===== src/hw/eaw_pkg.sv =====
// Shared constants and types for the exception arbiter and wait control.
// Assumes one 100 MHz bus clock and a synchronous, active-high reset.
package eaw_pkg;

  // Source counts and flag layout
  localparam int unsigned NUM_SRC  = 16;
  localparam int unsigned IDX_W    = 4;
  localparam int unsigned FLAG_W   = 20;
  localparam int unsigned VEC_W    = 5;

  // Register byte offsets on the bus
  localparam logic [7:0] OFS_PEND_LOW   = 8'h00;
  localparam logic [7:0] OFS_PEND_MID   = 8'h04;
  localparam logic [7:0] OFS_PEND_HIGH  = 8'h08;
  localparam logic [7:0] OFS_BRK_STATUS = 8'h0C;
  localparam logic [7:0] OFS_BRK_CTRL   = 8'h10;

  // Field positions
  localparam int unsigned BREAK_WAKE_BIT = 1;
  localparam int unsigned CLR_EN_BIT     = 0;
  localparam int unsigned LOW_FLAG_LSB   = 2;

  // Reset values
  localparam logic RST_BREAK_WAKE = 1'b0;
  localparam logic RST_CLR_EN     = 1'b0;

  // Vector selection codes, reset first
  localparam logic [4:0] VEC_RESET   = 5'h00;
  localparam logic [4:0] VEC_TRAP    = 5'h01;
  localparam logic [4:0] VEC_HW_BASE = 5'h02;

  // Core handshake events, each a one-cycle pulse
  typedef struct packed {
    logic instr_done;
    logic trap_exec;
    logic wait_exec;
    logic stop_exec;
    logic return_exec;
    logic vec_fetch;
  } eaw_core_evt_t;

  // Controller states
  typedef enum logic [1:0] {
    ST_RUN     = 2'b00,
    ST_SERVICE = 2'b01,
    ST_WAIT    = 2'b10,
    ST_STOP    = 2'b11
  } eaw_state_t;

endpackage


===== src/hw/eaw_core.sv =====
// Exception arbiter and wait control: latches and arbitrates requests,
// drives the vector code, break entry, flag protection and clock gating.
// Assumes the core reports instruction boundaries and vector fetches.
//
// How it works
// [RULE_01] Core stacks registers, sets mask on entry
// [RULE_02] Latch requests, arbitrate, present vector code
// [RULE_03] Latched request holds until serviced or unmasked
// [RULE_04] Hardware interrupt waits for instruction completion
// [RULE_05] Take request only unmasked and enabled
// [RULE_06] Highest pending priority is serviced first
// [RULE_07] Software trap ignores the mask bit
// [RULE_08] Trap stacks PC, hardware stacks PC minus one
// [RULE_09] Fixed priority order, reset then trap first
// [RULE_10] Each source sets its own pending flag
// [RULE_11] Low register holds flags six to one
// [RULE_12] Mid register holds flags fourteen to seven
// [RULE_13] High register holds flags twenty to fifteen
// [RULE_14] Resets share top priority, never arbitrated
// [RULE_15] Break request forces the trap vector fetch
// [RULE_16] Break protects flags unless clear enable set
// [RULE_17] Two-step clears stay protected during break
// [RULE_18] Wait or stop clears mask, stops core
// [RULE_19] Wait gates core clocks, peripherals keep running
// [RULE_20] Enabled request wakes core, stacking next cycle
// [RULE_21] Reset or emulation break ends wait
// [RULE_22] Pending registers read-only, mirror request lines
//
// The register addresses and the APB interface to the registers are this design's own decisions.
module eaw_core (
  // Clock and reset
  input  wire logic                          mclk_in,
  input  wire logic                          reset_in,
  // APB
  input  wire logic                          psel_in,
  input  wire logic                          penable_in,
  input  wire logic                          pwrite_in,
  input  wire logic [7:0]                    paddr_in,
  input  wire logic [31:0]                   pwdata_in,
  output logic [31:0]                        prdata_out,
  output logic                               pready_out,
  output logic                               pslverr_out,
  // Peripheral requests and their enables
  input  wire logic [eaw_pkg::NUM_SRC-1:0]   irq_req_in,
  input  wire logic [eaw_pkg::NUM_SRC-1:0]   irq_enable_in,
  // Core side
  input  wire eaw_pkg::eaw_core_evt_t        core_evt_in,
  input  wire logic                          ccr_mask_in,
  input  wire logic                          break_req_in,
  input  wire logic                          emulation_in,
  input  wire logic                          watchdog_disable_cfg_in,
  output logic                               int_start_out,
  output logic [eaw_pkg::VEC_W-1:0]          vector_sel_out,
  output logic                               stack_pc_minus1_out,
  output logic                               set_mask_out,
  output logic                               clear_mask_out,
  // Clocking and break status
  output logic                               core_clk_en_out,
  output logic                               periph_clk_en_out,
  output logic                               watchdog_run_out,
  output logic                               break_state_out,
  output logic                               flag_clear_allow_out
);

  eaw_pkg::eaw_state_t               state;
  logic [eaw_pkg::NUM_SRC-1:0]       pend;
  logic                              pend_any;
  logic [eaw_pkg::IDX_W-1:0]         pend_idx;
  logic [eaw_pkg::VEC_W-1:0]         hw_vec;
  logic [eaw_pkg::FLAG_W-1:0]        flags;
  logic                              break_wake_flag;
  logic                              break_flag_clear_enable;
  logic                              mask_q;
  logic                              mask_fell;
  logic                              take_hw;
  logic                              brk_wait_wake;
  logic                              bus_hit;
  logic                              wr_en;
  logic [31:0]                       rdata;

  // Gate with enables before arbitration
  // [RULE_05] mask and enable
  assign pend = irq_req_in & irq_enable_in;

  // [RULE_06] highest wins first
  eaw_prio_enc u_prio (
    .req_in  (pend),
    .any_out (pend_any),
    .idx_out (pend_idx)
  );

  // [RULE_09] index maps to vector order
  assign hw_vec  = eaw_pkg::VEC_HW_BASE + {1'b0, pend_idx};
  assign take_hw = pend_any & ~ccr_mask_in;

  // Break ends wait only in emulation
  // [RULE_21] emulation break wake
  assign brk_wait_wake = break_req_in & emulation_in;

  // Mask clear releases a latched request
  assign mask_fell = mask_q & ~ccr_mask_in;

  always_ff @(posedge mclk_in) begin
    if (reset_in) begin
      mask_q <= 1'b0;
    end else begin
      mask_q <= ccr_mask_in;
    end
  end

  // Main sequencer: latch, vector, wait and stop
  // Reset needs no arbitration; it simply restarts at the reset code.
  // [RULE_14] reset outranks all
  always_ff @(posedge mclk_in) begin
    if (reset_in) begin
      state               <= eaw_pkg::ST_RUN;
      vector_sel_out      <= eaw_pkg::VEC_RESET;
      stack_pc_minus1_out <= 1'b0;
      int_start_out       <= 1'b0;
      set_mask_out        <= 1'b0;
      clear_mask_out      <= 1'b0;
      core_clk_en_out     <= 1'b1;
      periph_clk_en_out   <= 1'b1;
    end else begin
      int_start_out  <= 1'b0;
      set_mask_out   <= 1'b0;
      clear_mask_out <= 1'b0;
      unique case (state)
        eaw_pkg::ST_RUN: begin
          // [RULE_04] only at boundary
          if (core_evt_in.instr_done) begin
            if (break_req_in) begin
              // [RULE_15] break uses trap vector
              state               <= eaw_pkg::ST_SERVICE;
              vector_sel_out      <= eaw_pkg::VEC_TRAP;
              stack_pc_minus1_out <= 1'b0;
              int_start_out       <= 1'b1;
              set_mask_out        <= 1'b1;
            end else if (core_evt_in.trap_exec) begin
              // [RULE_07] trap ignores mask
              // [RULE_08] trap stacks PC
              state               <= eaw_pkg::ST_SERVICE;
              vector_sel_out      <= eaw_pkg::VEC_TRAP;
              stack_pc_minus1_out <= 1'b0;
              int_start_out       <= 1'b1;
              set_mask_out        <= 1'b1;
            end else if (take_hw) begin
              // [RULE_02] latch and present
              // [RULE_01] core sets mask
              // [RULE_08] hardware stacks PC minus one
              state               <= eaw_pkg::ST_SERVICE;
              vector_sel_out      <= hw_vec;
              stack_pc_minus1_out <= 1'b1;
              int_start_out       <= 1'b1;
              set_mask_out        <= 1'b1;
            end else if (core_evt_in.wait_exec) begin
              // [RULE_18] wait clears mask
              // [RULE_19] core clock off only
              state           <= eaw_pkg::ST_WAIT;
              clear_mask_out  <= 1'b1;
              core_clk_en_out <= 1'b0;
            end else if (core_evt_in.stop_exec) begin
              // [RULE_18] stop clears mask
              state             <= eaw_pkg::ST_STOP;
              clear_mask_out    <= 1'b1;
              core_clk_en_out   <= 1'b0;
              periph_clk_en_out <= 1'b0;
            end
          end
        end
        eaw_pkg::ST_SERVICE: begin
          // [RULE_03] hold until serviced or unmasked
          if (core_evt_in.vec_fetch || mask_fell) begin
            state <= eaw_pkg::ST_RUN;
          end
        end
        eaw_pkg::ST_WAIT: begin
          if (brk_wait_wake) begin
            state               <= eaw_pkg::ST_SERVICE;
            vector_sel_out      <= eaw_pkg::VEC_TRAP;
            stack_pc_minus1_out <= 1'b0;
            int_start_out       <= 1'b1;
            set_mask_out        <= 1'b1;
            core_clk_en_out     <= 1'b1;
          end else if (take_hw) begin
            // [RULE_20] stacking one cycle later
            state               <= eaw_pkg::ST_SERVICE;
            vector_sel_out      <= hw_vec;
            stack_pc_minus1_out <= 1'b1;
            int_start_out       <= 1'b1;
            set_mask_out        <= 1'b1;
            core_clk_en_out     <= 1'b1;
          end
        end
        eaw_pkg::ST_STOP: begin
          // Recovery delay is left to the clock generator
          if (brk_wait_wake || take_hw) begin
            state               <= eaw_pkg::ST_SERVICE;
            vector_sel_out      <= brk_wait_wake ? eaw_pkg::VEC_TRAP : hw_vec;
            stack_pc_minus1_out <= ~brk_wait_wake;
            int_start_out       <= 1'b1;
            set_mask_out        <= 1'b1;
            core_clk_en_out     <= 1'b1;
            periph_clk_en_out   <= 1'b1;
          end
        end
      endcase
    end
  end

  // Break state lasts from break entry to the handler's return
  always_ff @(posedge mclk_in) begin
    if (reset_in) begin
      break_state_out <= 1'b0;
    end else if ((state == eaw_pkg::ST_RUN && core_evt_in.instr_done && break_req_in)
                 || (state != eaw_pkg::ST_RUN && state != eaw_pkg::ST_SERVICE
                     && brk_wait_wake)) begin
      break_state_out <= 1'b1;
    end else if (core_evt_in.return_exec) begin
      break_state_out <= 1'b0;
    end
  end

  // Flag protection for other modules; they gate both clearing steps
  // with it, so a step begun before break still cannot finish inside.
  // [RULE_16] protect unless enabled
  // [RULE_17] two-step held off
  always_ff @(posedge mclk_in) begin
    if (reset_in) begin
      flag_clear_allow_out <= 1'b1;
    end else begin
      flag_clear_allow_out <= ~break_state_out | break_flag_clear_enable;
    end
  end

  // Watchdog runs in wait when not disabled
  // [RULE_21] watchdog stays in wait
  always_ff @(posedge mclk_in) begin
    if (reset_in) begin
      watchdog_run_out <= 1'b0;
    end else begin
      watchdog_run_out <= ~watchdog_disable_cfg_in & (state != eaw_pkg::ST_STOP);
    end
  end

  // Break-wake flag: set wins over a software clear
  // [RULE_21] break in wait flags
  always_ff @(posedge mclk_in) begin
    if (reset_in) begin
      break_wake_flag <= eaw_pkg::RST_BREAK_WAKE;
    end else if (state == eaw_pkg::ST_WAIT && brk_wait_wake) begin
      break_wake_flag <= 1'b1;
    end else if (wr_en && paddr_in == eaw_pkg::OFS_BRK_STATUS
                 && !pwdata_in[eaw_pkg::BREAK_WAKE_BIT]) begin
      break_wake_flag <= 1'b0;
    end
  end

  // Break flag control register
  always_ff @(posedge mclk_in) begin
    if (reset_in) begin
      break_flag_clear_enable <= eaw_pkg::RST_CLR_EN;
    end else if (wr_en && paddr_in == eaw_pkg::OFS_BRK_CTRL) begin
      break_flag_clear_enable <= pwdata_in[eaw_pkg::CLR_EN_BIT];
    end
  end

  // Flags mirror raw request lines; flags 17 to 20 have no source
  // [RULE_10] one flag per source
  assign flags = {4'h0, irq_req_in};

  // Read mux; pending registers ignore writes
  // [RULE_22] read-only mirrors
  always_comb begin
    rdata   = 32'h0000_0000;
    bus_hit = 1'b1;
    unique case (paddr_in)
      eaw_pkg::OFS_PEND_LOW: begin
        // [RULE_11] six flags, low two zero
        rdata[7:eaw_pkg::LOW_FLAG_LSB] = flags[5:0];
      end
      eaw_pkg::OFS_PEND_MID: begin
        // [RULE_12] flags fourteen to seven
        rdata[7:0] = flags[13:6];
      end
      eaw_pkg::OFS_PEND_HIGH: begin
        // [RULE_13] top two zero
        rdata[5:0] = flags[19:14];
      end
      eaw_pkg::OFS_BRK_STATUS: rdata[eaw_pkg::BREAK_WAKE_BIT] = break_wake_flag;
      eaw_pkg::OFS_BRK_CTRL:   rdata[eaw_pkg::CLR_EN_BIT] = break_flag_clear_enable;
      default:                 bus_hit = 1'b0;
    endcase
  end

  eaw_apb_slave u_apb (
    .mclk_in     (mclk_in),
    .reset_in    (reset_in),
    .psel_in     (psel_in),
    .penable_in  (penable_in),
    .pwrite_in   (pwrite_in),
    .rdata_in    (rdata),
    .hit_in      (bus_hit),
    .wr_en_out   (wr_en),
    .prdata_out  (prdata_out),
    .pready_out  (pready_out),
    .pslverr_out (pslverr_out)
  );
endmodule


===== src/hw/eaw_prio_enc.sv =====
// Fixed-priority encoder: lowest index wins.
// Assumes requests are already gated by their enables.
module eaw_prio_enc (
  // Requests
  input  wire logic [eaw_pkg::NUM_SRC-1:0] req_in,
  // Result
  output logic                             any_out,
  output logic [eaw_pkg::IDX_W-1:0]        idx_out
);

  logic [eaw_pkg::NUM_SRC:0]   above;
  logic [eaw_pkg::NUM_SRC-1:0] hit;

  assign above[0] = 1'b0;

  // One-hot winner, chained from the top priority
  for (genvar i = 0; i < eaw_pkg::NUM_SRC; i++) begin : g_chain
    assign hit[i]     = req_in[i] & ~above[i];
    assign above[i+1] = above[i] | req_in[i];
  end

  assign any_out = above[eaw_pkg::NUM_SRC];

  // Encode the single hot bit
  always_comb begin
    idx_out = '0;
    for (int i = 0; i < eaw_pkg::NUM_SRC; i++) begin
      if (hit[i]) begin
        idx_out = i[eaw_pkg::IDX_W-1:0];
      end
    end
  end

endmodule


===== src/hw/eaw_apb_slave.sv =====
// APB slave handshake with one wait state and registered answer.
// Assumes the owner supplies read data and an address-hit flag.
module eaw_apb_slave (
  // Clock and reset
  input  wire logic        mclk_in,
  input  wire logic        reset_in,
  // APB request
  input  wire logic        psel_in,
  input  wire logic        penable_in,
  input  wire logic        pwrite_in,
  // Owner side
  input  wire logic [31:0] rdata_in,
  input  wire logic        hit_in,
  output logic             wr_en_out,
  // APB answer
  output logic [31:0]      prdata_out,
  output logic             pready_out,
  output logic             pslverr_out
);

  // Write lands at the completing edge only
  assign wr_en_out = psel_in & penable_in & pready_out & pwrite_in & hit_in;

  // Answer one cycle into the access phase; data captured then
  always_ff @(posedge mclk_in) begin
    if (reset_in) begin
      pready_out  <= 1'b0;
      prdata_out  <= 32'h0000_0000;
      pslverr_out <= 1'b0;
    end else if (psel_in && penable_in && !pready_out) begin
      pready_out  <= 1'b1;
      prdata_out  <= (hit_in && !pwrite_in) ? rdata_in : 32'h0000_0000;
      pslverr_out <= ~hit_in;
    end else begin
      pready_out  <= 1'b0;
      pslverr_out <= 1'b0;
    end
  end

endmodule


===== config.mk =====
export PLATFORM = sky130hd
export DESIGN_NAME = eaw_core
export DESIGN_NICKNAME = d
export VERILOG_FILES = /design/src/hw/eaw_pkg.sv /design/src/hw/eaw_core.sv /design/src/hw/eaw_prio_enc.sv /design/src/hw/eaw_apb_slave.sv
export SDC_FILE = /design/constraint.sdc
export NUM_CORES = 1
export LEC_CHECK = 0
export ABC_AREA = 1
export BUFFER_PORTS_ARGS = -buffer_cell sky130_fd_sc_hd__buf_2
export CORE_ASPECT_RATIO = 1.1
export CORE_MARGIN = 10
export CORE_UTILIZATION = 42
export DETAILED_ROUTE_END_ITERATION = 8
export PLACE_DENSITY_LB_ADDON = 0.2
export SLEW_MARGIN = 25
export SYNTH_ARGS = -nofsm -noshare
export SYNTH_HDL_FRONTEND = slang
export SYNTH_SLANG_ARGS = --single-unit
export TNS_END_PERCENT = 10

===== constraint.sdc =====
create_clock -name mclk_in -period 2.89 [get_ports mclk_in]
set_input_delay 0.578 -clock mclk_in [delete_from_list [all_inputs] [get_ports mclk_in]]
set_output_delay 0.578 -clock mclk_in [all_outputs]
set_load 0.02 [all_outputs]

## After elaboration in Yosys (flattened, before gate mapping)

Cells that the tools add are included.
Widths: inputs -> output; s select.

| word-level totals | value |
|---|---|
| bits in registers | 52 |
| input bits | 87 |
| word-level logic and storage cells | 208 |

| operators by class | value |
|---|---|
| add/subtract/negate cells | 1 |
| equal/unequal tests | 20 |
| multiplexer cells | 77 |
| bitwise logic cells | 63 |
| reduce and logical (&&, ||, !) cells | 31 |

Operators with widths:

| kind | count |
|---|---|
| $mux 4 | 14 |
| $mux 1 | 35 |
| $mux 5 | 7 |
| $and 1x1->1 | 23 |
| $not 1->1 | 23 |
| $mux 2 | 10 |
| $ne 2x2->1 const B | 9 |
| $and 16x16->16 | 1 |
| $eq 8x4->1 const B | 2 |
| $or 1x1->1 | 16 |
| $reduce_and 8->1 | 2 |
| $pmux 1 s3 | 5 |
| $pmux 5 s3 | 1 |
| $logic_and 1x1->1 | 11 |
| $eq 8x3->1 const B | 1 |
| $eq 8x5->1 const B | 1 |
| $logic_not 8->1 | 1 |
| $mux 8 | 1 |
| $pmux 2 s4 | 1 |
| $pmux 4 s2 | 1 |
| $reduce_bool 2->1 | 4 |
| $ne 3x3->1 const B | 2 |
| $ne 6x6->1 const B | 1 |
| $reduce_or 6->1 | 1 |
| 14 further kinds | 19 |

## Logic depth before layout (Yosys ltp)

| depth | value |
|---|---|
| depth in word-level cells | 24 |
| gate-level depth with buffers | 17 |
| gate-level depth less buffers | 17 |

## Modules after synthesis

Synthesis repeated with hierarchy kept, for this count alone.

| second synthesis, totals | value |
|---|---|
| cells, all modules | 594 |
| area total of the unflattened synthesis | 3552.2 sq um |

By module, submodules not included:

| module | times used | cells each | area each (sq um) | sequential area each (sq um) |
|---|---|---|---|---|
| eaw_apb_slave | 1 | 284 | 1780.5 | 680.7 |
| eaw_core | 1 | 258 | 1463.9 | 360.3 |
| eaw_prio_enc | 1 | 52 | 307.8 | 0.0 |

## Worst setup path before layout

Ideal clock, no wire load.

| timing path | value |
|---|---|
| kind | input to register |
| start point | input port irq_req_in[2] (netlist bit) |
| end point | register vector_sel_out[3] (netlist bit) |
| setup time | 0.115 ns |
| arrival | 2.135 ns |
| setup slack | 0.641 ns |
| cell stages on the path | 17 |
| buffers on the path | 0 |
| cells stage by stage | nand2_1 -> nand2_1 -> nor2_4 -> nand4_4 -> nor2_4 -> nand4_4 -> nor2_4 -> nand4_1 -> nand2_1 -> ha_1 -> inv_1 -> nand2_1 -> nand3_1 -> nand3_1 -> nand2_1 -> nor2_1 -> nor2_1 |

| on the way | value |
|---|---|
| longest elaborated chain between the ends | 23 |
| elaborated cells between the ends (all ways) | 69 |
| those cells by class | add/sub (1); eq/ne (1); mux (22); bitwise (43); reduce/logical (2) |

Ends and longest elaborated chain:

| element | RTL line | source |
|---|---|---|
| start, declared | eaw_core.sv:44 | `input wire logic [eaw_pkg::NUM_SRC-1:0] irq_req_in,` |
| $and 16x16->16 (*) | eaw_core.sv:83 | `assign pend = irq_req_in & irq_enable_in;` |
| $or 1x1->1 | eaw_prio_enc.sv:19 | `assign above[i+1] = above[i] \| req_in[i];` |
| $not 1->1 / $or 1x1->1 (equally long branches) | eaw_prio_enc.sv:18, eaw_prio_enc.sv:19 |  |
| $and 1x1->1 (tied with other cells) | eaw_prio_enc.sv:18 | `assign hit[i] = req_in[i] & ~above[i];` |
| $mux 4 (tied with other cells) (11 in series) | eaw_prio_enc.sv:28 | `if (hit[i]) begin` |
| $mux 4 / $and 1x1->1 (equally long branches) | eaw_prio_enc.sv:28, eaw_prio_enc.sv:18 |  |
| $mux 4 | eaw_prio_enc.sv:28 |  |
| $add 2x4->5 | eaw_core.sv:93 | `assign hw_vec = eaw_pkg::VEC_HW_BASE + {1'b0, pend_idx};` |
| $mux 5 | eaw_core.sv:147, eaw_core.sv:185 |  |
| $mux 5 | eaw_core.sv:139 | `end else if (core_evt_in.trap_exec) begin` |
| $mux 5 | eaw_core.sv:132 | `if (break_req_in) begin` |
| $mux 5 | eaw_core.sv:131 | `if (core_evt_in.instr_done) begin` |
| $pmux 5 s3 | eaw_core.sv:128 | `unique case (state)` |
| end signal, assigned | eaw_core.sv:135 | `vector_sel_out <= eaw_pkg::VEC_TRAP;` |
| end signal, assigned | eaw_core.sv:143 | `vector_sel_out <= eaw_pkg::VEC_TRAP;` |
| end signal, assigned | eaw_core.sv:152 | `vector_sel_out <= hw_vec;` |
| end, declared | eaw_core.sv:53 | `output logic [eaw_pkg::VEC_W-1:0] vector_sel_out,` |

Mark *: on every way between the ends. The rest lies on a longest branch, timed or not. The select of a mux whose other input is x is not followed.
A chain may end at the register's enable or synchronous reset.

## Final worst setup path

Ends and elaborated chain as after synthesis.

==> metrics.md <==
| Metric | Value |
|---|---|
| Sort of element at the end of the critical path | `register` |
| Overall via count from detail_route | `2210` |
| Startpoint Class | `input port` |
| Reg area | `560.5 µm²` |
| Share of power burned in combinational logic | `38.8%` |
| Global-route wire length before repair | `9770 µm` |
| Total gr overflow | `0` |
| H-tree Lvls | `1` |
| Bufs on Longest Clock Path | `2` |
| Routed Antenna Nets | `0` |
| Portion of the post-synthesis area used by sequential elements | `27.42%` |
| Total Routed Length | `6067 µm` |
| Critical path class | `input port to register` |
| Total Die Area | `8062 µm²` |
| Syn avg cell area | `6.470 µm²` |
| Sw Share | `38.47%` |
| Post-layout instance area | `2472 µm²` |
| Final count of hold timing violations | `0` |
| Drt initial violations | `67` |
| Nets | `483` |
| First-pass detailed-route iteration total | `4` |
| ANT cells | `0` |
| Data arrival at the endpoint of the critical path | `2.46 ns` |
| Net switching power | `0.0004854 W` |
| Number of filler instances in the final layout | `518` |
| Pint | `0.0007763 W` |
| Mapped Cells | `316` |
| Register clock-pin slew on the reported worst setup and hold paths | `0.09 ns` |
| TritonCTS sink count | `28` |
| Hold WS | `0.4262 ns` |
| Clock tree skew after final layout | `0.002452 ns` |
| Setup repair after global routing missed its margin | `false` |
| Setup Viol. Count Final | `0` |
| Fmax | `438.1 MHz` |
| Post-layout minimum cycle time | `2.282 ns` |
| Power density cells | `510.3 nW/µm²` |
| Largest register by flop count | `u_apb.prdata_out` |
| Synthesized cell area | `2044 µm²` |
| Ports | `135` |
| Sequential group share of total power | `37.1%` |
| Antenna violations before repair | `0` |
| Number of standard cells in the layout, taps in and fillers out | `450` |
| Via count of the first global-routing pass | `2217` |
| Clock group share of total power | `24.1%` |
| Global-route total usage across every layer | `14.37%` |
| Number of distinct library cells after synthesis | `37` |
| Area of placed instances | `2401 µm²` |
| Number of buffers inserted by port buffering | `80` |
| Path category of the worst min-delay check | `register to register` |
| Maximum number of pins on one net before global-route repair | `18` |
| Synthesized flop and latch total | `28` |
| Area of the multi-input gates | `1205 µm²` |
| Status | `finished, final reports clean` |
| Number of buffers added for setup after CTS | `0` |
| Final Cycle Share | `78.98%` |
| Clock latency of the later-clocked register in the worst-skew pair | `0.27 ns` |
| Final max-slew violation count | `0` |
| Die width | `86.52 µm` |
| Row count | `26` |
| Mean routed wirelength per cell | `13.48 µm` |
| Yosys warnings | `0` |
| Detailed-route DRC error count | `0` |
| Count of cells resized by post-cts repair | `0` |
| WP data required | `3.06 ns` |
| Cell at the root of the clock tree | `sky130_fd_sc_hd__clkbuf_8` |
| Placer's final routability congestion estimate | `0.9144` |
| Maximum fanout along the worst path | `5` |
| Number of buffers inserted by hold repair at cts | `0` |
| Overall die height | `93.18 µm` |
| Core region area | `4684 µm²` |
| Half-perimeter wire length of the detailed placement result | `5219 µm` |
| Setup TNS | `0 ns` |
| Total clock buffers created by CTS | `3` |
| Cell type with the highest aggregate area in the netlist | `sky130_fd_sc_hd__dfxtp_1` |
| Synth-to-Final Area Change | `20.93%` |
| Top cells by area, synth | `sky130_fd_sc_hd__dfxtp_1, sky130_fd_sc_hd__nand2_1, sky130_fd_sc_hd__buf_4` |
| Most frequent standard cell in the layout excluding fill and tap cells | `sky130_fd_sc_hd__buf_2` |
| Effective utilization at floorplan | `43.64%` |
| Total placed cells including tap cells | `446` |
| Share of final-layout standard cells stronger than drive strength 1 | `26.14%` |
| CTS tree | `yes` |
| Proportion of netlist area held by the largest area contributor | `27.42%` |
| Via density per instance | `4.911` |
| Flip-flop count of the largest register, all copies and words added | `8` |
| Registers with the most flip-flops | `u_apb.prdata_out (8), vector_sel_out (5), state (2)` |
| Number of max-cap violations | `0` |
| Worst ir drop on vdd | `342.6 µV` |
| Cell leakage power | `1.311 nW` |
| Highest-count cells in the layout ignoring fill and taps | `sky130_fd_sc_hd__buf_2, sky130_fd_sc_hd__nand2_1, sky130_fd_sc_hd__nor2_1` |
==> cell type report <==
class | instances | area share (%)
Multi-Input combinational cell | 239 | 48.74
Sequential cell | 28 | 22.67
Timing Repair Buffer | 81 | 16.50
Inverter | 42 | 6.377
Tap cell | 56 | 2.834
Clock buffer | 3 | 1.670
Clock inverter | 1 | 1.215
==> synthesized netlist by cell type (all sizes together) <==
master	number
nor3	7
clkinv	1
nor4	1
a211oi	1
ha	1
conb	1
inv	41
a221oi	2
o21a	1
a311oi	1
o22ai	2
o21ai	8
a31oi	2
o31ai	2
clkbuf	4
nand2	76
nor2	43
dfxtp	28
o41ai	3
a21oi	16
o211ai	1
buf	26
nand3b	1
nand4	6
nand3	33
o2111ai	2
a22o	6
==> through the flow <==
step,setup slack (ns),total power [W],util (%)
4_1_cts,0.6048,0.001275,52.78
2_1_floorplan,0.6407,0.0008474,-
3_3_place_gp,0.3339,0.0009603,51.26
5_1_grt,0.3809,0.001361,52.78
6_report,0.6075,0.001262,52.78
3_5_place_dp,0.3112,0.0009644,51.26
==> path summary, 6_finish.rpt <==
path,from,end,slack [ns],depth (start not counted)
worst min-delay path,break_state_out,flag_clear_allow_out,0.43,1
worst max register to register,state[1],state[0],1.23,9
worst max-delay path,irq_req_in[2],vector_sel_out[3],0.61,18
worst min register to register,break_state_out,flag_clear_allow_out,0.43,1
==> per-layer routing <==
metal  share of wire, %  track usage [%]  vias up  wire (µm)
met1                 38            14.78      963       2328
met3                9.4            5.035       14        573
met2                 50            26.97       80       3059
li1                   -                -     1153          -
met5                  0                0        -          0
met4                1.7            3.108        0        106
==> cell families (layout without fill, tap and decap cells) <==
family | after synthesis | count (layout) | synth area share (%)
simple gates | 167 | 167 | 38.80
buf+inv | 72 | 127 | 17.87
compound gates | 47 | 47 | 15.12
flops | 28 | 28 | 27.42
fa+ha+maj | 1 | 1 | 0.6119
other cells | 1 | 24 | 0.1834
==> power by group through the flow <==
stage	clock network [W]	registers [W]	logic [W]
finish	0.000304	0.000468	0.000489
global route	0.000330	0.000478	0.000553
CTS	0.000317	0.000468	0.000490
detailed placement	0	0.000476	0.000488
global placement	0	0.000477	0.000483
floorplan	0	0.000512	0.000336
==> worst max-delay path: stages <==
cell and delay (ns):
sky130_fd_sc_hd__buf_2 0.11, sky130_fd_sc_hd__nand2_1 0.08, sky130_fd_sc_hd__nand2_1 0.11, sky130_fd_sc_hd__nor2_4 0.14
sky130_fd_sc_hd__nand4_4 0.10, sky130_fd_sc_hd__nor2_4 0.15, sky130_fd_sc_hd__nand4_4 0.10, sky130_fd_sc_hd__nor2_4 0.17
sky130_fd_sc_hd__nand4_1 0.16, sky130_fd_sc_hd__nand2_1 0.13, sky130_fd_sc_hd__ha_1 0.17, sky130_fd_sc_hd__inv_1 0.04
sky130_fd_sc_hd__nand2_1 0.07, sky130_fd_sc_hd__nand3_1 0.09, sky130_fd_sc_hd__nand3_1 0.07, sky130_fd_sc_hd__nand2_1 0.05
sky130_fd_sc_hd__nor2_1 0.10, sky130_fd_sc_hd__nor2_1 0.04
Note: power is estimated with default switching activity, not from simulation.
